File: config.mk
export PLATFORM = sky130hd
export DESIGN_NAME = cmp_timer_gate_ctrl
export DESIGN_NICKNAME = d
export VERILOG_FILES = /design/src/logic/cmp_timer_pkg.sv /design/src/logic/input_sync.sv /design/src/logic/cmp_timer_gate_ctrl.sv
export SDC_FILE = /design/constraint.sdc
export NUM_CORES = 1
export LEC_CHECK = 0
export BUFFER_PORTS_ARGS = -buffer_cell sky130_fd_sc_hd__buf_2
export CELL_PAD_IN_SITES_DETAIL_PLACEMENT = 0
export CELL_PAD_IN_SITES_GLOBAL_PLACEMENT = 2
export CORE_ASPECT_RATIO = 1.5
export CORE_MARGIN = 8
export CORE_UTILIZATION = 25
export DETAILED_ROUTE_END_ITERATION = 8
export GPL_TIMING_DRIVEN = 0
export PLACE_DENSITY = 0.64
export SETUP_SLACK_MARGIN = 0.4
export SLEW_MARGIN = 5
export SYNTH_ARGS = -nofsm -noshare
export SYNTH_HDL_FRONTEND = slang
export SYNTH_SLANG_ARGS = --single-unit
export TNS_END_PERCENT = 10
File: constraint.sdc
create_clock -name clk -period 1.6 [get_ports clk]
set_input_delay 0.16 -clock clk [delete_from_list [all_inputs] [get_ports clk]]
set_output_delay 0.16 -clock clk [all_outputs]
set_load 0.02 [all_outputs]
File: src/logic/cmp_timer_pkg.sv
package cmp_timer_pkg;

   // Register map: the block holds one control register.
   localparam int             ADDR_W         = 4;
   localparam logic [3:0]     CTRL_OFFSET    = 4'h0;

   // Bit positions inside the control register.
   localparam int             BIT_MIRROR_A   = 7;
   localparam int             BIT_MIRROR_B   = 6;
   localparam int             BIT_UNUSED     = 5;
   localparam int             BIT_ALT_CLK    = 4;
   localparam int             BIT_HYS_A      = 3;
   localparam int             BIT_HYS_B      = 2;
   localparam int             BIT_GATE_SEL   = 1;
   localparam int             BIT_SYNC_EN    = 0;

   // Reset value of the control register: gate pin selected, all else clear.
   localparam logic [7:0]     CTRL_RESET     = 8'h02;

   // Instruction clock runs at one quarter of the system clock.
   localparam int             INSTR_DIV      = 4;
   localparam logic [1:0]     DIV_RISE_PHASE = 2'h0;
   localparam logic [1:0]     DIV_FALL_PHASE = 2'h2;

   // Prescaler ratio is 2**sel with sel in 0..3.
   localparam int             PRE_W          = 3;
   localparam int             PRE_SEL_W      = 2;

   // Writable control fields, kept together as one carrier.
   typedef struct packed {
      logic timer_alt_clock_sel;
      logic cmp_a_hysteresis_en;
      logic cmp_b_hysteresis_en;
      logic timer_gate_source_sel;
      logic cmp_b_sync_en;
   } ctrl_t;

   // Synchronised view of the asynchronous inputs.
   typedef struct packed {
      logic ext_gate_pin;
      logic cmp_b_result;
      logic cmp_a_result;
   } async_in_t;

endpackage

File: src/logic/input_sync.sv
`timescale 1ns/10ps
// Two-stage synchroniser for a group of asynchronous levels.
module input_sync
   import cmp_timer_pkg::*;
#(
   parameter int WIDTH = 3
) (
   input  wire logic             clk,
   input  wire logic             rst_n,
   input  wire logic [WIDTH-1:0] async_in,
   output logic      [WIDTH-1:0] sync_out
);

   logic [WIDTH-1:0] stage1_r;

   // The first stage feeds only the second stage, so metastability has a full cycle to settle.
   always_ff @(posedge clk or negedge rst_n) begin
      if (!rst_n) begin
         stage1_r <= '0;
         sync_out <= '0;
      end else begin
         stage1_r <= async_in;
         sync_out <= stage1_r;
      end
   end

endmodule

File: src/logic/cmp_timer_gate_ctrl.sv
// Implementation choices: the address-and-strobe port and the register offsets.
`timescale 1ns/10ps
// Overview of operation
// - Gate select 0 makes the second comparator output the timer gate.
// - Comparator gating acts only while the timer is on and gating is enabled.
// - Sync enabled captures comparator output on timer clock falling edges; otherwise passes through.
// - With a prescaler, the capture is clocked by the prescaler output.
// - Timer increments on rising edges, opposite to the falling-edge capture.
// - Two read-only bits mirror both comparator outputs in one read.
// - Reading the mirror bits leaves the comparator mismatch state untouched.
// - Alternate clock select 1 picks system clock, 0 picks quarter-rate instruction clock.
// - Two writable bits enable hysteresis for each comparator independently.
module cmp_timer_gate_ctrl
   import cmp_timer_pkg::*;
(
   input  wire logic                 clk,
   input  wire logic                 rst_n,
   input  wire logic [ADDR_W-1:0]    addr,
   input  wire logic [7:0]           wdata,
   input  wire logic                 wr,
   input  wire logic                 rd,
   output logic      [7:0]           rdata,
   input  wire logic                 cmp_a_result,
   input  wire logic                 cmp_b_result,
   input  wire logic                 ext_gate_pin,
   input  wire logic                 timer_on,
   input  wire logic                 timer_gate_en,
   input  wire logic [PRE_SEL_W-1:0] prescale_sel,
   output logic                      cmp_a_hysteresis_en,
   output logic                      cmp_b_hysteresis_en,
   output logic                      timer_gate,
   output logic                      timer_inc,
   output logic                      cmp_b_gate_level
);

   ctrl_t               ctrl_r;
   async_in_t           raw_in;
   async_in_t           sync_in;
   logic [1:0]          div_r;
   logic [PRE_W-1:0]    pre_cnt_r;
   logic [PRE_W-1:0]    pre_limit;
   logic                tclk_rise;
   logic                tclk_fall;
   logic                pre_rise;
   logic                pre_fall;
   logic                cmp_b_latch_r;
   logic                cmp_b_eff;
   logic                gate_src;
   logic                count_ok;
   logic                ctrl_hit;
   logic [7:0]          rdata_r;
   logic                timer_gate_r;
   logic                timer_inc_r;
   logic                cmp_b_level_r;

   assign ctrl_hit = (addr == CTRL_OFFSET);

   // Pins and comparator outputs come from outside the clock domain.
   assign raw_in.ext_gate_pin = ext_gate_pin;
   assign raw_in.cmp_b_result = cmp_b_result;
   assign raw_in.cmp_a_result = cmp_a_result;

   input_sync #(
      .WIDTH    ($bits(async_in_t))
   ) u_sync (
      .clk      (clk),
      .rst_n    (rst_n),
      .async_in (raw_in),
      .sync_out (sync_in)
   );

   // Control register; bit 5 and the mirror bits have no storage, so writes to them vanish.
   always_ff @(posedge clk or negedge rst_n) begin
      if (!rst_n) begin
         ctrl_r.timer_alt_clock_sel   <= CTRL_RESET[BIT_ALT_CLK];
         ctrl_r.cmp_a_hysteresis_en   <= CTRL_RESET[BIT_HYS_A];
         ctrl_r.cmp_b_hysteresis_en   <= CTRL_RESET[BIT_HYS_B];
         ctrl_r.timer_gate_source_sel <= CTRL_RESET[BIT_GATE_SEL];
         ctrl_r.cmp_b_sync_en         <= CTRL_RESET[BIT_SYNC_EN];
      end else if (wr && ctrl_hit) begin
         ctrl_r.timer_alt_clock_sel   <= wdata[BIT_ALT_CLK];
         ctrl_r.cmp_a_hysteresis_en   <= wdata[BIT_HYS_A];
         ctrl_r.cmp_b_hysteresis_en   <= wdata[BIT_HYS_B];
         ctrl_r.timer_gate_source_sel <= wdata[BIT_GATE_SEL];
         ctrl_r.cmp_b_sync_en         <= wdata[BIT_SYNC_EN];
      end
   end

   // Hysteresis enables go straight from the register flops to the analog side.
   assign cmp_a_hysteresis_en = ctrl_r.cmp_a_hysteresis_en;
   assign cmp_b_hysteresis_en = ctrl_r.cmp_b_hysteresis_en;

   // Read port; a read has no side effect, which is why no mismatch clear leaves this block.
   always_ff @(posedge clk or negedge rst_n) begin
      if (!rst_n) begin
         rdata_r <= 8'h00;
      end else if (rd && ctrl_hit) begin
         rdata_r[BIT_MIRROR_A] <= sync_in.cmp_a_result;
         rdata_r[BIT_MIRROR_B] <= sync_in.cmp_b_result;
         rdata_r[BIT_UNUSED]   <= 1'b0;
         rdata_r[BIT_ALT_CLK]  <= ctrl_r.timer_alt_clock_sel;
         rdata_r[BIT_HYS_A]    <= ctrl_r.cmp_a_hysteresis_en;
         rdata_r[BIT_HYS_B]    <= ctrl_r.cmp_b_hysteresis_en;
         rdata_r[BIT_GATE_SEL] <= ctrl_r.timer_gate_source_sel;
         rdata_r[BIT_SYNC_EN]  <= ctrl_r.cmp_b_sync_en;
      end else begin
         rdata_r <= 8'h00;
      end
   end

   assign rdata = rdata_r;

   // Divider for the instruction clock; it free-runs so phase never depends on register writes.
   always_ff @(posedge clk or negedge rst_n) begin
      if (!rst_n) begin
         div_r <= 2'h0;
      end else begin
         div_r <= div_r + 2'h1;
      end
   end

   // Timer clock edges as enables; at full rate both edges fall in every cycle.
   always_comb begin
      if (ctrl_r.timer_alt_clock_sel) begin
         tclk_rise = 1'b1;
         tclk_fall = 1'b1;
      end else begin
         tclk_rise = (div_r == DIV_RISE_PHASE);
         tclk_fall = (div_r == DIV_FALL_PHASE);
      end
   end

   // Prescaler counts timer clock rising edges and wraps at the selected ratio.
   assign pre_limit = PRE_W'((1 << prescale_sel) - 1);

   always_ff @(posedge clk or negedge rst_n) begin
      if (!rst_n) begin
         pre_cnt_r <= '0;
      end else if (tclk_rise) begin
         if (pre_cnt_r >= pre_limit) begin
            pre_cnt_r <= '0;
         end else begin
            pre_cnt_r <= pre_cnt_r + PRE_W'(1);
         end
      end
   end

   // The prescaled clock falls on the first timer clock fall after its rise.
   assign pre_rise = tclk_rise && (pre_cnt_r >= pre_limit);
   assign pre_fall = tclk_fall && (pre_cnt_r == '0);

   // Falling-edge capture keeps the gate stable across the rising edge that counts.
   always_ff @(posedge clk or negedge rst_n) begin
      if (!rst_n) begin
         cmp_b_latch_r <= 1'b0;
      end else if (pre_fall) begin
         cmp_b_latch_r <= sync_in.cmp_b_result;
      end
   end

   // Unsynchronised mode passes the comparator straight on, at the risk of a missed count.
   assign cmp_b_eff = ctrl_r.cmp_b_sync_en ? cmp_b_latch_r : sync_in.cmp_b_result;

   // Gate source selection between comparator and the external pin.
   assign gate_src = ctrl_r.timer_gate_source_sel ? sync_in.ext_gate_pin
                                                  : cmp_b_eff;

   // Gating only restrains a running timer whose gate function is enabled.
   assign count_ok = timer_on && (!timer_gate_en || gate_src);

   // Registered outputs toward the timer.
   always_ff @(posedge clk or negedge rst_n) begin
      if (!rst_n) begin
         timer_gate_r  <= 1'b0;
         timer_inc_r   <= 1'b0;
         cmp_b_level_r <= 1'b0;
      end else begin
         timer_gate_r  <= gate_src;
         timer_inc_r   <= pre_rise && count_ok;
         cmp_b_level_r <= cmp_b_eff;
      end
   end

   assign timer_gate       = timer_gate_r;
   assign timer_inc        = timer_inc_r;
   assign cmp_b_gate_level = cmp_b_level_r;

   // Checks on the control path.
   property p_ctrl_write;
      @(posedge clk) disable iff (!rst_n)
      wr && ctrl_hit |=> ctrl_r == $past(wdata[4:0]);
   endproperty
   a_ctrl_write: assert property (p_ctrl_write) else $error("control write not stored");

   property p_unused_zero;
      @(posedge clk) disable iff (!rst_n)
      rd |=> rdata_r[BIT_UNUSED] == 1'b0;
   endproperty
   a_unused_zero: assert property (p_unused_zero) else $error("unused bit read nonzero");

   property p_mirror;
      @(posedge clk) disable iff (!rst_n)
      rd && ctrl_hit |=> rdata_r[7:6] == $past({sync_in.cmp_a_result, sync_in.cmp_b_result});
   endproperty
   a_mirror: assert property (p_mirror) else $error("mirror bits wrong");

   property p_read_quiet;
      @(posedge clk) disable iff (!rst_n)
      rd && !wr |=> $stable(ctrl_r);
   endproperty
   a_read_quiet: assert property (p_read_quiet) else $error("read changed control state");

   property p_timer_off;
      @(posedge clk) disable iff (!rst_n)
      !timer_on |=> !timer_inc_r;
   endproperty
   a_timer_off: assert property (p_timer_off) else $error("count while timer off");

   property p_pin_gate;
      @(posedge clk) disable iff (!rst_n)
      ctrl_r.timer_gate_source_sel && timer_on && timer_gate_en && pre_rise
      |=> timer_inc_r == $past(sync_in.ext_gate_pin);
   endproperty
   a_pin_gate: assert property (p_pin_gate) else $error("pin gate not honoured");

   property p_cmp_gate;
      @(posedge clk) disable iff (!rst_n)
      !ctrl_r.timer_gate_source_sel && !ctrl_r.cmp_b_sync_en && timer_on && timer_gate_en && pre_rise
      |=> timer_inc_r == $past(sync_in.cmp_b_result);
   endproperty
   a_cmp_gate: assert property (p_cmp_gate) else $error("comparator gate not honoured");

   property p_latch_fall;
      @(posedge clk) disable iff (!rst_n)
      pre_fall |=> cmp_b_latch_r == $past(sync_in.cmp_b_result);
   endproperty
   a_latch_fall: assert property (p_latch_fall) else $error("capture missed fall");

   property p_latch_hold;
      @(posedge clk) disable iff (!rst_n)
      !pre_fall |=> $stable(cmp_b_latch_r);
   endproperty
   a_latch_hold: assert property (p_latch_hold) else $error("capture outside fall");

   property p_quarter_rate;
      @(posedge clk) disable iff (!rst_n)
      tclk_rise && !ctrl_r.timer_alt_clock_sel ##1 !ctrl_r.timer_alt_clock_sel [*3]
      |-> $past(tclk_fall, 1) && !$past(tclk_rise, 2) && !tclk_rise;
   endproperty
   a_quarter_rate: assert property (p_quarter_rate) else $error("instruction clock phase wrong");

   property p_inc_on_rise;
      @(posedge clk) disable iff (!rst_n)
      timer_inc_r |-> $past(pre_rise);
   endproperty
   a_inc_on_rise: assert property (p_inc_on_rise) else $error("count off rising edge");

   // Checks on the register side effects and the gate path; a stale read byte would alias a real status.
   property p_rdata_idle;
      @(posedge clk) disable iff (!rst_n)
      !(rd && ctrl_hit) |=> rdata_r == 8'h00;
   endproperty
   a_rdata_idle: assert property (p_rdata_idle) else $error("read data outside read cycle");

   property p_hys_write;
      @(posedge clk) disable iff (!rst_n)
      wr && ctrl_hit |=> {cmp_a_hysteresis_en, cmp_b_hysteresis_en} == $past(wdata[BIT_HYS_A:BIT_HYS_B]);
   endproperty
   a_hys_write: assert property (p_hys_write) else $error("hysteresis enables not written");

   property p_unmapped_write;
      @(posedge clk) disable iff (!rst_n)
      wr && !ctrl_hit |=> $stable(ctrl_r);
   endproperty
   a_unmapped_write: assert property (p_unmapped_write) else $error("unmapped write changed control");

   property p_pin_follow;
      @(posedge clk) disable iff (!rst_n)
      ctrl_r.timer_gate_source_sel |=> timer_gate_r == $past(sync_in.ext_gate_pin);
   endproperty
   a_pin_follow: assert property (p_pin_follow) else $error("gate does not follow pin");

   property p_sync_gate;
      @(posedge clk) disable iff (!rst_n)
      !ctrl_r.timer_gate_source_sel && ctrl_r.cmp_b_sync_en |=> timer_gate_r == $past(cmp_b_latch_r);
   endproperty
   a_sync_gate: assert property (p_sync_gate) else $error("gate does not follow captured level");

   property p_alt_full_rate;
      @(posedge clk) disable iff (!rst_n)
      ctrl_r.timer_alt_clock_sel |-> tclk_rise && tclk_fall;
   endproperty
   a_alt_full_rate: assert property (p_alt_full_rate) else $error("system clock rate not selected");

   // Main scenarios worth seeing.
   c_cmp_count:  cover property (@(posedge clk) disable iff (!rst_n)
                                 !ctrl_r.timer_gate_source_sel && timer_gate_en && timer_inc_r);
   c_pin_count:  cover property (@(posedge clk) disable iff (!rst_n)
                                 ctrl_r.timer_gate_source_sel && timer_gate_en && timer_inc_r);
   c_sync_cap:   cover property (@(posedge clk) disable iff (!rst_n)
                                 ctrl_r.cmp_b_sync_en && pre_fall && (prescale_sel != 2'h0));
   c_mirror_rd:  cover property (@(posedge clk) disable iff (!rst_n)
                                 rd && ctrl_hit && sync_in.cmp_a_result && sync_in.cmp_b_result);

endmodule

# After elaboration in Yosys (flattened, before gate mapping)
# Index checks and enable logic that the tools add are counted.
# word_totals
regBits	28
latchBits	0
ramBits	0
romBits	0
output_inout_bits	13
elab_cells	37
memories	0
# classes
n_addsub	3
mul	0
n_div	0
magnitude_cmp	1
eq_ne	1
n_shift	1
mux	6
bitwise	0
n_reduce_logical	11
# op_table
cell	n
two-way mux 8 bit	1
logical AND 1 bit	6
zero test 4 bit	1
two-way mux 1 bit	4
adder 3 x 1 -> 3 bit, second input constant	1
greater-or-equal comparator 3 bit	1
zero test 3 bit	1
two-way mux 3 bit	1
left shift 1 x 2 -> 3 bit, first input constant	1
subtractor 3 x 2 -> 3 bit, second input constant	1
adder 2 x 1 -> 2 bit, second input constant	1
equality test 2 bit, second input constant	1
zero test 2 bit	1
zero test 1 bit	1
logical OR 1 bit	1

# Depth between registers and ports, before layout
# Gate-level depths: netlist of the first run.
# logic_depth
depth_word	5
depth_mapped	6

# Modules after synthesis
# From an unflattened synthesis of the first run, not the netlist that was laid out.
# hier_totals
cells_unflattened	78
hier_area_um2	1098.6
# modules_own_cells
mod	instances	cells_per_inst	area_each_um2
cmp_timer_gate_ctrl	1	72	948.4
input_sync	1	6	150.1

# Worst setup path after synthesis of the first run
# Ideal clock, no wire load.
# synth_timing
path_kind	input-to-reg
from	in prescale_sel[1]
to	reg pre_cnt_r[2]
t_arrival_ns	1.442
slack_ns	0.043
stages	6
path_buffers	0
path_cell_list	or2_2 -> ha_1 -> nor2b_1 -> o21ai_1 -> or4b_1 -> o311ai_0
# synth_between
elab_chain_cells	4
# synth_rtl
element	line	source
start, declared	cmp_timer_gate_ctrl.sv:28	input wire logic [PRE_SEL_W-1:0] prescale_sel,
left shift 1 x 2 -> 3 bit	cmp_timer_gate_ctrl.sv:134	assign pre_limit = PRE_W'((1 << prescale_sel) - 1);
subtractor 3 x 2 -> 3 bit	cmp_timer_gate_ctrl.sv:134	
greater-or-equal comparator 3 bit	cmp_timer_gate_ctrl.sv:140	if (pre_cnt_r >= pre_limit) begin
two-way mux 3 bit	cmp_timer_gate_ctrl.sv:140	
end signal, assigned	cmp_timer_gate_ctrl.sv:143	pre_cnt_r <= pre_cnt_r + PRE_W'(1);
end, declared	cmp_timer_gate_ctrl.sv:40	logic [PRE_W-1:0] pre_cnt_r;
# Every way passes these cells.
# A chain may end at the register's enable or synchronous reset.

# Final worst setup path of the first run
# layout_timing
from	reg pre_cnt_r[0]
to	reg pre_cnt_r[2]
# layout_between
elab_chain_cells	2
word_cells_on_any_way	3
classes_between	1 x add/sub; 1 x order compare; 1 x mux
# layout_rtl
element	line
adder 3 x 1 -> 3 bit or greater-or-equal comparator 3 bit (tied branches)	cmp_timer_gate_ctrl.sv:143, cmp_timer_gate_ctrl.sv:140
two-way mux 3 bit *	cmp_timer_gate_ctrl.sv:140
# Mark *: on every way between the ends. The rest lies on a longest branch, timed or not.

==> results of run 1 <==
[final cells by class]
cell class / count / area share
buffer: 1 / 0.005076
clock buffer: 4 / 0.03046
inverter: 7 / 0.01777
multi-input combinational: 43 / 0.2927
sequential: 27 / 0.4577
tap: 46 / 0.03892
timing repair buffer: 40 / 0.1574
[metrics by stage]
stage / setup TNS, ps / worst slack, ps / util
after floorplan: 0 / 58.80 / -
after global placement: -97.99 / -97.99 / 0.3171
after detailed placement: -121.0 / -121.0 / 0.3171
after CTS: 0 / 88.22 / 0.3466
after global routing: 0 / 22.88 / 0.3484
final: 0 / 109.4 / 0.3484
[repair_timing]
action / CTS / global route
pin swaps: 2 / 0
endpoints found under the hold margin: 29 / 0
gates resized for setup: 1 / 1
setup buffers: 5 / 0
hold buffers: 4 / 0
setup endpoints to repair: 5 / 6
[registers in the layout, indices dropped and copies added (netlist names)]
register / flops
cmp_a_hysteresis_en: 1
cmp_b_gate_level: 1
cmp_b_hysteresis_en: 1
cmp_b_latch_r: 1
ctrl_r: 3
div_r: 2
pre_cnt_r: 3
rdata: 7
timer_gate: 1
timer_inc: 1
u_sync.stage1_r: 3
u_sync.sync_out: 3
[power groups by stage]
stage          logic (mW)  registers, mW  clock network, mW
3_3_place_gp        0.460          0.882                  0
6_report            0.592          0.858              0.365
3_5_place_dp        0.469          0.888                  0
2_1_floorplan       0.280          0.916                  0
4_1_cts             0.587          0.860              0.388
5_1_grt             0.673          0.872              0.419
[synth_stat cells, types with 3 or more instances]
library cell,instances
and3_2,7
o21ai_0,3
mux2_2,3
inv_1,7
dfrtp_1,26
ha_1,7
nand2_1,4
mux2_4,5
[layout by cell type (no fill, tap or decap), types with 2 or more instances in the layout]
cell type / count
ha_1: 5
mux2_4: 5
buf_2: 31
ha_4: 2
clkbuf_8: 3
inv_1: 6
mux2_2: 3
dlygate4sd3_1: 4
o21ai_0: 3
dfrtp_1: 26
buf_4: 6
and3_2: 7
nand2_1: 4
[kinds of logic after synthesis]
logic type,after synthesis,synth area share
other cells,1,0.003414
mux,8,0.09908
buf+inv,8,0.03076
flops,27,0.6162
simple gates,19,0.1264
compound gates,8,0.04441
fa+ha+maj,7,0.07972
[critical path, cell delays in order (launching register included)]
cell      delay, ps
dfrtp_1         400
inv_2            80
ha_4            190
nor2b_2         110
o21ai_2          70
or4b_1          470
o311ai_1         80
[per-layer routing]
layer	routed length, um	part of all wire
met5	0	0
met4	12	0.0054
met3	120	0.054
met2	1077	0.49
met1	993	0.45
[worst max-delay path by stage]
| stage | start | endpoint | slack [ps] |
|---|---|---|---|
| after floorplan | pre_cnt_r[0] | pre_cnt_r[2] | 60 |
| after global placement | prescale_sel[1] | pre_cnt_r[2] | -100 |
| after detailed placement | prescale_sel[1] | pre_cnt_r[2] | -120 |
| after CTS | pre_cnt_r[0] | pre_cnt_r[2] | 90 |
| after global routing | pre_cnt_r[0] | pre_cnt_r[2] | 20 |
| final | pre_cnt_r[0] | pre_cnt_r[2] | 110 |
==> impl_results.html, run 1 <==
<table>
<tr><th>Metric</th><th>Value</th></tr>
<tr><th colspan="2">Run status</th></tr>
<tr><td>Run status</td><td>finished clean</td></tr>
<tr><th colspan="2">GRT</th></tr>
<tr><td>Met2 Track Usage GR</td><td>0.1087</td></tr>
<tr><td>Via count of the first global-routing pass</td><td>838</td></tr>
<tr><td>Antenna violations before repair</td><td>0</td></tr>
<tr><td>Global-route total usage across every layer</td><td>0.06967</td></tr>
<tr><td>M1 GR Usage</td><td>0.08656</td></tr>
<tr><td>Global-route met3 utilization</td><td>0.02454</td></tr>
<tr><td>Pin count of the biggest net entering global routing</td><td>28</td></tr>
<tr><td>Overflow left after global routing</td><td>0</td></tr>
<tr><td>First-pass GRT wire length</td><td>3967 um</td></tr>
<tr><td>Global-route layer with the greatest usage</td><td>met2</td></tr>
<tr><th colspan="2">Setup path</th></tr>
<tr><td>Classification of the worst setup path</td><td>reg -&gt; reg</td></tr>
<tr><td>Startpoint kind of the worst setup timing path</td><td>register</td></tr>
<tr><td>Reg2Reg Launch Point</td><td>pre_cnt_r[0]</td></tr>
<tr><td>Setup slack on the worst flop-to-flop path</td><td>110 ps</td></tr>
<tr><td>WP data required</td><td>1770 ps</td></tr>
<tr><td>Length in cells of the worst reg-to-reg path</td><td>6</td></tr>
<tr><td>Worst endpoint data arrival time</td><td>1660 ps</td></tr>
<tr><td>CP Max Fanout</td><td>2</td></tr>
<tr><td>Critical R2R Capture</td><td>pre_cnt_r[2]</td></tr>
<tr><td>Crit. End Element</td><td>register</td></tr>
<tr><th colspan="2">Timing</th></tr>
<tr><td>Max-slew headroom at the worst pin</td><td>0.6034</td></tr>
<tr><td>Unrepaired setup endpoints after global routing</td><td>true</td></tr>
<tr><td>Final hold vios</td><td>0</td></tr>
<tr><td>Final worst path period need</td><td>1491 ps</td></tr>
<tr><td>Total of endpoints with negative setup slack in the final report</td><td>0</td></tr>
<tr><td>Worst slew pin tran</td><td>594.8 ps</td></tr>
<tr><td>Max-slew violations</td><td>0</td></tr>
<tr><td>Fmax</td><td>670.9 MHz</td></tr>
<tr><td>Portion of the clock cycle consumed by the worst path in the final layout</td><td>0.9316</td></tr>
<tr><td>Final hold slack</td><td>121.7 ps</td></tr>
<tr><td>Clk_skew</td><td>1.410 ps</td></tr>
<tr><th colspan="2">Routing</th></tr>
<tr><td>Total iterations of the first detailed-routing run</td><td>2</td></tr>
<tr><td>Antenna viol nets, final</td><td>0</td></tr>
<tr><td>Number of vias per cell after detailed routing</td><td>4.244</td></tr>
<tr><td>Number of violations reported at the end of detailed-routing iteration 0</td><td>4</td></tr>
<tr><td># DRC</td><td>0</td></tr>
<tr><td>Drt total wl</td><td>2204 um</td></tr>
<tr><td>Average detailed-routed wire length per instance</td><td>13.12 um</td></tr>
<tr><td>DR vias</td><td>713</td></tr>
<tr><th colspan="2">Yosys</th></tr>
<tr><td>Post-synthesis register bit count</td><td>27</td></tr>
<tr><td>Distinct cell type count after synthesis</td><td>24</td></tr>
<tr><td>Synth warn</td><td>0</td></tr>
<tr><td>Cell types occupying the most area after synthesis</td><td>dfrtp_1 (59%), ha_1 (8.0%), mux2_4 (6.8%), and3_2 (4.8%), mux2_2 (3.1%)</td></tr>
<tr><td>Average instance area after synthesis</td><td>14.08 sq um</td></tr>
<tr><td>Biggest area consumer among synthesized cells</td><td>dfrtp_1</td></tr>
<tr><td>Seq/Total Area, Yosys</td><td>0.6162</td></tr>
<tr><td>Number of flops mapped to enable cells by yosys</td><td>0</td></tr>
<tr><td>Synthesized cell area</td><td>1099 sq um</td></tr>
<tr><td>Top flip-flop cell by instance count after synthesis</td><td>dfrtp_1</td></tr>
<tr><td>Synth Instances</td><td>78</td></tr>
<tr><td>Share of the synthesized area in the top cell type</td><td>0.5923</td></tr>
<tr><td>Post-synth net total</td><td>108</td></tr>
<tr><td>Proportion of synthesized flip-flops having asynchronous set or reset</td><td>1.000</td></tr>
<tr><th colspan="2">Pwr</th></tr>
<tr><td>Pleak</td><td>0.7823 nW</td></tr>
<tr><td>Clock power frac</td><td>0.201</td></tr>
<tr><td>Power Dens Cells</td><td>1228 nW/um^2</td></tr>
<tr><td>Internal power</td><td>1.285 mW</td></tr>
<tr><td>Net switching power of the design</td><td>0.5304 mW</td></tr>
<tr><td>Net switching share of the total power</td><td>0.2922</td></tr>
<tr><td>Sum of internal, switching and leakage power</td><td>1.816 mW</td></tr>
<tr><td>Combinational power share</td><td>0.326</td></tr>
<tr><td>Worst-case vdd ir drop</td><td>0.5608 mV</td></tr>
<tr><td>Reg power frac</td><td>0.473</td></tr>
<tr><th colspan="2">Place</th></tr>
<tr><td>Placed wire-length estimate after detailed placement</td><td>1716 um</td></tr>
<tr><td>DP Cell Count</td><td>155</td></tr>
<tr><td>Placed Instance Area</td><td>1346 sq um</td></tr>
<tr><td>Placer Congestion</td><td>0.6606</td></tr>
<tr><td>Number of buffers inserted by port buffering</td><td>31</td></tr>
<tr><th colspan="2">Clock network</th></tr>
<tr><td>Maximum level of the CTS H-tree</td><td>1</td></tr>
<tr><td>Clock-pin transition on the worst setup and hold timing paths</td><td>80 ps</td></tr>
<tr><td>CTS Root Buffer Type</td><td>clkbuf_8</td></tr>
<tr><td>Clk sink count</td><td>27</td></tr>
<tr><td>Longest Clk Path Bufs</td><td>2</td></tr>
<tr><td>Number of buffers inserted during clock tree synthesis</td><td>3</td></tr>
<tr><td>Clock tree from TritonCTS</td><td>built</td></tr>
<tr><td>Clock latency reported for the late side of the worst-skew pair</td><td>260 ps</td></tr>
<tr><th colspan="2">Cells and area</th></tr>
<tr><td>Relative area change from synthesis to final layout</td><td>34.62%</td></tr>
<tr><td>Net count of the finished layout</td><td>153</td></tr>
<tr><td>Number of cells in the finished layout apart from fillers</td><td>168</td></tr>
<tr><td>Fraction of final layout cells with drive strength greater than 1</td><td>0.5328</td></tr>
<tr><td>Combined area of the multi-input logic cells</td><td>432.9 sq um</td></tr>
<tr><td>Storage element area</td><td>676.9 sq um</td></tr>
<tr><td>Post-route cell area</td><td>1479 sq um</td></tr>
<tr><td>Fill cell instance count of the final layout</td><td>426</td></tr>
<tr><td>ANT cells</td><td>0</td></tr>
<tr><th colspan="2">Floorplanning</th></tr>
<tr><td>Die span in x</td><td>70.13 um</td></tr>
<tr><td>Standard cell core area</td><td>4245 sq um</td></tr>
<tr><td>Area of the die</td><td>6815 sq um</td></tr>
<tr><td>Die height</td><td>97.19 um</td></tr>
<tr><td>Initial standard-cell utilization of the core</td><td>0.2588</td></tr>
<tr><td>Total number of placement rows</td><td>29</td></tr>
<tr><td># IOs</td><td>36</td></tr>
<tr><th colspan="2">Run</th></tr>
<tr><td>Max-capacitance violation count</td><td>0</td></tr>
<tr><th colspan="2">Min path</th></tr>
<tr><td>End point of the worst hold path</td><td>cmp_a_hysteresis_en</td></tr>
<tr><td>Hold Startpoint</td><td>wdata[3]</td></tr>
<tr><td>Worst hold path class</td><td>in -&gt; reg</td></tr>
<tr><td>Number of stages on the worst hold path</td><td>2</td></tr>
</table>
Note: power is estimated with default switching activity, not from simulation.
==> inputs of run 2 (changes only) <==
- BUFFER_PORTS_ARGS: -buffer_cell sky130_fd_sc_hd__buf_2 -> -buffer_cell sky130_fd_sc_hd__buf_4
- CORE_ASPECT_RATIO: 1.5 -> 0.6
- SLEW_MARGIN: 5 -> 10
==> impl_results.html, run 2 (synthesis results as in run 1) <==
<table>
<tr><th>Metric</th><th>Value</th></tr>
<tr><th colspan="2">Setup path</th></tr>
<tr><td>CP Max Fanout</td><td>2 (unchanged)</td></tr>
<tr><td>Worst-path cell chain</td><td>inv_2, ha_4, nor2b_2, o21ai_2, or4b_1, o311ai_1</td></tr>
<tr><td>Delay contributed by the slowest stage of the critical path</td><td>470 ps (about the same)</td></tr>
<tr><td>Startpoint kind of the worst setup timing path</td><td>register</td></tr>
<tr><td>WP data required</td><td>1770 ps (about the same)</td></tr>
<tr><td>Worst-path cell with the longest stage delay</td><td>or4b_1</td></tr>
<tr><td>Worst endpoint data arrival time</td><td>1680 ps (+20 ps)</td></tr>
<tr><td>Crit. End Element</td><td>register</td></tr>
<tr><td>Classification of the worst setup path</td><td>reg -&gt; reg</td></tr>
<tr><th colspan="2">Pwr</th></tr>
<tr><td>Sum of internal, switching and leakage power</td><td>1.857 mW (+2.3%)</td></tr>
<tr><td>Combinational power share</td><td>0.336 (+0.010)</td></tr>
<tr><td>Power Dens Cells</td><td>1186 nW/um^2 (-3.4%)</td></tr>
<tr><td>Pleak</td><td>0.7995 nW (+2.2%)</td></tr>
<tr><td>Net switching share of the total power</td><td>0.2930 (+0.0008651)</td></tr>
<tr><td>Internal power</td><td>1.313 mW (+2.2%)</td></tr>
<tr><td>Worst-case vdd ir drop</td><td>0.4133 mV (-26%)</td></tr>
<tr><td>Reg power frac</td><td>0.461 (-0.012)</td></tr>
<tr><td>Net switching power of the design</td><td>0.5442 mW (+2.6%)</td></tr>
<tr><td>Clock power frac</td><td>0.203 (+0.002)</td></tr>
<tr><th colspan="2">Clock network</th></tr>
<tr><td>Maximum level of the CTS H-tree</td><td>1 (unchanged)</td></tr>
<tr><td>Clock-pin transition on the worst setup and hold timing paths</td><td>90 ps (about the same)</td></tr>
<tr><td>Clock latency reported for the late side of the worst-skew pair</td><td>260 ps (about the same)</td></tr>
<tr><td>Clock tree from TritonCTS</td><td>built</td></tr>
<tr><td>Longest Clk Path Bufs</td><td>2 (unchanged)</td></tr>
<tr><td>Number of buffers inserted during clock tree synthesis</td><td>3 (unchanged)</td></tr>
<tr><td>CTS Root Buffer Type</td><td>clkbuf_8</td></tr>
<tr><td>Clk sink count</td><td>27 (unchanged)</td></tr>
<tr><th colspan="2">Cells and area</th></tr>
<tr><td>Highest-count cells in the layout ignoring fill and taps</td><td>buf_4 (37), dfrtp_1 (26), and3_2 (7)</td></tr>
<tr><td>ANT cells</td><td>0 (unchanged)</td></tr>
<tr><td>Net count of the finished layout</td><td>153 (unchanged)</td></tr>
<tr><td>Post-route cell area</td><td>1567 sq um (+5.9%)</td></tr>
<tr><td>Largest register FFs</td><td>7 (unchanged)</td></tr>
<tr><td>Fill cell instance count of the final layout</td><td>403 (-5.4%)</td></tr>
<tr><td>Relative area change from synthesis to final layout</td><td>42.60%</td></tr>
<tr><td>Commonest non-fill, non-tap cell in the layout</td><td>buf_4</td></tr>
<tr><td>Util after Layout</td><td>0.3760 (+0.02761)</td></tr>
<tr><td>Fraction of final layout cells with drive strength greater than 1</td><td>0.5328 (unchanged)</td></tr>
<tr><th colspan="2">Timing</th></tr>
<tr><td>Fmax</td><td>660.2 MHz (-1.6%)</td></tr>
<tr><td>Unrepaired setup endpoints after global routing</td><td>true</td></tr>
<tr><td>Final worst-path setup slack</td><td>85.28 ps (-24.10 ps)</td></tr>
<tr><td>Worst slew pin tran</td><td>508.0 ps (-86.81 ps)</td></tr>
<tr><td>Final hold vios</td><td>0 (unchanged)</td></tr>
<tr><td>Final worst path period need</td><td>1515 ps (+24.10 ps)</td></tr>
<tr><td>Total of endpoints with negative setup slack in the final report</td><td>0 (unchanged)</td></tr>
<tr><td>Max-slew headroom at the worst pin</td><td>0.6588 (+0.05533)</td></tr>
<tr><td>Clk_skew</td><td>1.067 ps (-0.3430 ps)</td></tr>
<tr><td>Portion of the clock cycle consumed by the worst path in the final layout</td><td>0.9467 (+0.01506)</td></tr>
<tr><td>Max-slew violations</td><td>0 (unchanged)</td></tr>
<tr><th colspan="2">Place</th></tr>
<tr><td>Place WS</td><td>-117.9 ps (+3.034 ps)</td></tr>
<tr><td>Placer Congestion</td><td>0.6833 (+3.4%)</td></tr>
<tr><td>Placed wire-length estimate after detailed placement</td><td>1784 um (+4.0%)</td></tr>
<tr><td>Placed Instance Area</td><td>1441 sq um (+7.1%)</td></tr>
<tr><td>Number of buffers inserted by port buffering</td><td>31 (unchanged)</td></tr>
<tr><th colspan="2">Floorplanning</th></tr>
<tr><td>Initial standard-cell utilization of the core</td><td>0.2637 (+0.004896)</td></tr>
<tr><td>Standard cell core area</td><td>4167 sq um (-1.9%)</td></tr>
<tr><td>Die span in x</td><td>101.6 um (+45%)</td></tr>
<tr><td>Area of the die</td><td>6841 sq um (+0.38%)</td></tr>
<tr><td># IOs</td><td>36 (unchanged)</td></tr>
<tr><td>Die height</td><td>67.35 um (-31%)</td></tr>
<tr><td>Total number of placement rows</td><td>18 (-38%)</td></tr>
<tr><th colspan="2">Routing</th></tr>
<tr><td>Drt total wl</td><td>2279 um (+3.4%)</td></tr>
<tr><td># DRC</td><td>0 (unchanged)</td></tr>
<tr><td>DR vias</td><td>715 (+0.28%)</td></tr>
<tr><td>Number of violations reported at the end of detailed-routing iteration 0</td><td>13 (+9)</td></tr>
<tr><td>Number of vias per cell after detailed routing</td><td>3.929 (-7.4%)</td></tr>
<tr><td>Antenna viol nets, final</td><td>0 (unchanged)</td></tr>
<tr><td>Total iterations of the first detailed-routing run</td><td>4 (+2)</td></tr>
<tr><td>Average detailed-routed wire length per instance</td><td>12.52 um (-4.6%)</td></tr>
<tr><th colspan="2">GRT</th></tr>
<tr><td>Global-route total usage across every layer</td><td>0.06947 (-0.0002046)</td></tr>
<tr><td>Via count of the first global-routing pass</td><td>751 (-10%)</td></tr>
<tr><td>Pin count of the biggest net entering global routing</td><td>28 (unchanged)</td></tr>
<tr><td>Antenna violations before repair</td><td>0 (unchanged)</td></tr>
<tr><td>Overflow left after global routing</td><td>0 (unchanged)</td></tr>
<tr><td>First-pass GRT wire length</td><td>3650 um (-8.0%)</td></tr>
<tr><th colspan="2">Run status</th></tr>
<tr><td>Run status</td><td>finished clean</td></tr>
<tr><th colspan="2">Run</th></tr>
<tr><td>Max-capacitance violation count</td><td>0 (unchanged)</td></tr>
<tr><th colspan="2">Min path</th></tr>
<tr><td>Worst hold path class</td><td>in -&gt; reg</td></tr>
</table>
==> run 2: cell counts in the layout (fill, tap and decap cells not counted) <==
No cell type changed its count.
==> run 2: path summary, 6_finish.rpt <==
kind	from	to	slack, ps	cells past startpoint
worst max-delay path	pre_cnt_r[0]	pre_cnt_r[2]	90	6
worst min-delay path	wdata[1]	ctrl_r[1]	120	2
worst max register to register	pre_cnt_r[0]	pre_cnt_r[2]	90	6
worst min register to register	u_sync.stage1_r[0]	u_sync.sync_out[0]	360	0
max in group asynchronous	rst_n	ctrl_r[1]	960	2
min in group asynchronous	rst_n	rdata[3]	330	2
==> run 2: power by group through the flow <==
stage / clock, mW / combinational [mW] / sequential (mW)
2_1_floorplan: 0 / 0.280 / 0.916
3_3_place_gp: 0 / 0.492 / 0.883
3_5_place_dp: 0 / 0.511 / 0.887
4_1_cts: 0.396 / 0.628 / 0.859
5_1_grt: 0.426 / 0.686 / 0.873
6_report: 0.377 / 0.624 / 0.857
==> run 2: timing repair <==
action	CTS	global route
endpoints found under the setup margin	5	5
setup buffers	5	0
hold endpoints to repair	29	0
pin swaps	2	0
resized for setup	1	0
hold buffers	4	0
==> run 2: final cells by class <==
cell class                 count  area [sq um]  share of cell area
clock buffer                   4         45.04             0.02875
tap                           60         75.07             0.04792
multi-input combinational     43         425.4              0.2716
sequential                    27         676.9              0.4321
timing repair buffer          40         310.3              0.1981
buffer                         1         7.507            0.004792
inverter                       7         26.28             0.01677
==> run 2: per-layer routing <==
layer	track usage	part of all wire
met5	0	0
met1	0.08278	0.46
met2	0.1087	0.44
met4	0.02210	0.012
met3	0.03385	0.080
==> run 2: worst max-delay path: cells and delay by family (launching register included) <==
family | cells | cell delay, ps
compound gates | 2 | 150
fa+ha+maj | 1 | 200
buf+inv | 1 | 80
flops | 1 | 410
simple gates | 2 | 580
==> run 2: through the flow <==
step	instances	hold slack, ps	TNS, ps
after floorplan	78	-135.6	0
final	182	118.8	0
after global placement	169	90.04	-95.12
after global routing	182	108.0	0
after CTS	182	109.4	0
after detailed placement	169	95.42	-117.9
==> inputs of run 3 (changes only) <==
- PLACE_DENSITY: 0.64 -> 0.62
- clock period: 1.6 -> 1.7 ns (I/O delays scaled with it)
==> impl_results.html, run 3 (synthesis results as in run 1) <==
<table>
<tr><th>Metric</th><th>Value</th></tr>
<tr><th colspan="2">Setup path</th></tr>
<tr><td>Delay contributed by the slowest stage of the critical path</td><td>460 ps (about the same)</td></tr>
<tr><td>Number of buffers and inverters on the critical path</td><td>1 (unchanged)</td></tr>
<tr><td>Length in cells of the worst reg-to-reg path</td><td>6 (unchanged)</td></tr>
<tr><td>Startpoint kind of the worst setup timing path</td><td>register</td></tr>
<tr><td>Worst-path cell with the longest stage delay</td><td>or4b_1</td></tr>
<tr><td>CP Max Fanout</td><td>2 (unchanged)</td></tr>
<tr><td>Classification of the worst setup path</td><td>reg -&gt; reg</td></tr>
<tr><td>WP data required</td><td>1860 ps (+90 ps)</td></tr>
<tr><td>Crit. End Element</td><td>register</td></tr>
<tr><td>Worst-path cell chain</td><td>inv_2, ha_4, nor2b_4, o21ai_4, or4b_1, o311ai_1</td></tr>
<tr><td>Logic depth of the worst setup path including buffers</td><td>6 (unchanged)</td></tr>
<tr><td>Worst endpoint data arrival time</td><td>1720 ps (+40 ps)</td></tr>
<tr><td>Family with the most delay on the worst path</td><td>simple AND/OR/NAND/NOR gates</td></tr>
<tr><th colspan="2">Place</th></tr>
<tr><td>Placed Instance Area</td><td>1441 sq um (unchanged)</td></tr>
<tr><td>Number of buffers inserted by port buffering</td><td>31 (unchanged)</td></tr>
<tr><td>Placed wire-length estimate after detailed placement</td><td>1747 um (-2.1%)</td></tr>
<tr><td>Placer Congestion</td><td>0.6874 (+0.60%)</td></tr>
<tr><th colspan="2">Min path</th></tr>
<tr><td>Number of stages on the worst hold path</td><td>2 (unchanged)</td></tr>
<tr><td>Worst hold path class</td><td>in -&gt; reg</td></tr>
<tr><th colspan="2">Timing</th></tr>
<tr><td>Final hold vios</td><td>0 (unchanged)</td></tr>
<tr><td>Unrepaired setup endpoints after global routing</td><td>true</td></tr>
<tr><td>Final worst path period need</td><td>1555 ps (+39.86 ps)</td></tr>
<tr><td>Max-slew headroom at the worst pin</td><td>0.6332 (-0.02552)</td></tr>
<tr><td>Portion of the clock cycle consumed by the worst path in the final layout</td><td>0.9145 (-0.03224)</td></tr>
<tr><td>Fmax</td><td>643.3 MHz (-2.6%)</td></tr>
<tr><td>Worst slew pin tran</td><td>546.0 ps (+38.00 ps)</td></tr>
<tr><td>Total of endpoints with negative setup slack in the final report</td><td>0 (unchanged)</td></tr>
<tr><td>Clk_skew</td><td>1.453 ps (+0.3857 ps)</td></tr>
<tr><td>Accumulated negative setup slack</td><td>0 ps (unchanged)</td></tr>
<tr><td>Max-slew violations</td><td>0 (unchanged)</td></tr>
<tr><th colspan="2">Pwr</th></tr>
<tr><td>Worst-case vdd ir drop</td><td>0.3451 mV (-16%)</td></tr>
<tr><td>Power Dens Cells</td><td>1134 nW/um^2 (-4.4%)</td></tr>
<tr><td>Pleak</td><td>0.8061 nW (+0.82%)</td></tr>
<tr><th colspan="2">Clock network</th></tr>
<tr><td>CTS Root Buffer Type</td><td>clkbuf_8</td></tr>
<tr><td>Longest Clk Path Bufs</td><td>2 (unchanged)</td></tr>
<tr><td>Clk sink count</td><td>27 (unchanged)</td></tr>
<tr><td>Clock tree from TritonCTS</td><td>built</td></tr>
<tr><td>Number of buffers inserted during clock tree synthesis</td><td>3 (unchanged)</td></tr>
<tr><td>Maximum level of the CTS H-tree</td><td>1 (unchanged)</td></tr>
<tr><td>Clock latency reported for the late side of the worst-skew pair</td><td>270 ps (about the same)</td></tr>
<tr><td>Clock-pin transition on the worst setup and hold timing paths</td><td>90 ps (about the same)</td></tr>
<tr><th colspan="2">Routing</th></tr>
<tr><td>DR vias</td><td>709 (-0.84%)</td></tr>
<tr><td># DRC</td><td>0 (unchanged)</td></tr>
<tr><td>Number of violations reported at the end of detailed-routing iteration 0</td><td>24 (+11)</td></tr>
<tr><td>Antenna viol nets, final</td><td>0 (unchanged)</td></tr>
<tr><td>Total iterations of the first detailed-routing run</td><td>4 (unchanged)</td></tr>
<tr><td>Drt total wl</td><td>2302 um (+1.0%)</td></tr>
<tr><td>Average detailed-routed wire length per instance</td><td>12.65 um (+1.0%)</td></tr>
<tr><td>Number of vias per cell after detailed routing</td><td>3.896 (-0.84%)</td></tr>
<tr><th colspan="2">Cells and area</th></tr>
<tr><td>Net count of the finished layout</td><td>153 (unchanged)</td></tr>
<tr><td>Fraction of final layout cells with drive strength greater than 1</td><td>0.5328 (unchanged)</td></tr>
<tr><td>Largest register FFs</td><td>7 (unchanged)</td></tr>
<tr><td>Relative area change from synthesis to final layout</td><td>44.42%</td></tr>
<tr><td>Highest-count cells in the layout ignoring fill and taps</td><td>buf_4 (37), dfrtp_1 (26), and3_2 (7)</td></tr>
<tr><td>ANT cells</td><td>0 (unchanged)</td></tr>
<tr><td>Commonest non-fill, non-tap cell in the layout</td><td>buf_4</td></tr>
<tr><td>Post-route cell area</td><td>1587 sq um (+1.3%)</td></tr>
<tr><th colspan="2">GRT</th></tr>
<tr><td>Via count of the first global-routing pass</td><td>764 (+1.7%)</td></tr>
<tr><td>First-pass GRT wire length</td><td>3795 um (+4.0%)</td></tr>
<tr><td>Global-route total usage across every layer</td><td>0.07457 (+0.005105)</td></tr>
<tr><td>Pin count of the biggest net entering global routing</td><td>28 (unchanged)</td></tr>
<tr><td>Antenna violations before repair</td><td>0 (unchanged)</td></tr>
<tr><td>Overflow left after global routing</td><td>0 (unchanged)</td></tr>
<tr><th colspan="2">Floorplanning</th></tr>
<tr><td>Area of the die</td><td>6841 sq um (unchanged)</td></tr>
<tr><td>Standard cell core area</td><td>4167 sq um (unchanged)</td></tr>
<tr><td>Initial standard-cell utilization of the core</td><td>0.2637 (unchanged)</td></tr>
<tr><td># IOs</td><td>36 (unchanged)</td></tr>
<tr><td>Die height</td><td>67.35 um (unchanged)</td></tr>
<tr><td>Total number of placement rows</td><td>18 (unchanged)</td></tr>
<tr><td>Die span in x</td><td>101.6 um (unchanged)</td></tr>
<tr><th colspan="2">Run status</th></tr>
<tr><td>Run status</td><td>finished clean</td></tr>
<tr><th colspan="2">Run</th></tr>
<tr><td>Max-capacitance violation count</td><td>0 (unchanged)</td></tr>
</table>
## run 3: cell count changes in the layout (fill, tap and decap cells not counted)
cell / before / now
a21oi_2: 1 / 0
o21ai_4: 0 / 1
nor2b_2: 1 / 0
a21oi_4: 0 / 1
nor2b_4: 0 / 1
o21ai_2: 1 / 0
## run 3: what timing repair did
| action | in CTS | in global routing |
|---|---|---|
| pin swaps | 2 | 0 |
| setup buffers | 5 | 0 |
| setup endpoints to repair | 3 | 5 |
| hold buffers | 4 | 0 |
| gates resized for setup | 4 | 0 |
| endpoints found under the hold margin | 29 | 0 |
## run 3: path summary, 6_finish.rpt
path / from / endpoint / slack [ps]
worst max register to register: pre_cnt_r[0] / pre_cnt_r[2] / 150
worst min-delay path: wdata[3] / cmp_a_hysteresis_en / 130
min in group asynchronous: rst_n / cmp_b_hysteresis_en / 350
max in group asynchronous: rst_n / ctrl_r[1] / 1040
worst min register to register: u_sync.stage1_r[1] / u_sync.sync_out[1] / 350
worst max-delay path: pre_cnt_r[0] / pre_cnt_r[2] / 150
## run 3: cell type report
| type | instances | area (sq um) |
|---|---|---|
| Sequential cell | 27 | 676.9 |
| Fill cell | 403 | 2580 |
| Timing Repair Buffer | 40 | 310.3 |
| Tap cell | 60 | 75.07 |
| Clock buffer | 4 | 45.04 |
| Buffer | 1 | 7.507 |
| Inverter | 7 | 26.28 |
| Multi-Input combinational cell | 43 | 445.4 |
## run 3: power breakdown
part	switching (mW)	internal, mW
combinational	0.286	0.350
sequential	0.0591	0.746
clock	0.190	0.168
total	0.535	1.26
## run 3: layer usage
| layer | vias up | wire [um] | global-route usage |
|---|---|---|---|
| met1 | 337 | 1106 | 0.09140 |
| met3 | 2 | 136 | 0.03179 |
| met2 | 18 | 1037 | 0.1152 |
| met4 | 0 | 21 | 0.02762 |
| li1 | 352 | - | - |
| met5 | - | 0 | 0 |
## run 3: metrics by stage
stage	total power [mW]	hold WS [ps]	setup slack (ps)	util	std cells
2_1_floorplan	1.126	-125.6	158.8	-	78
3_3_place_gp	1.293	100.7	-4.779	0.3459	169
3_5_place_dp	1.316	110.1	-65.35	0.3459	169
4_1_cts	1.829	118.8	163.3	0.3808	182
5_1_grt	1.917	114.2	100.1	0.3808	182
6_report	1.798	128.1	145.4	0.3808	182
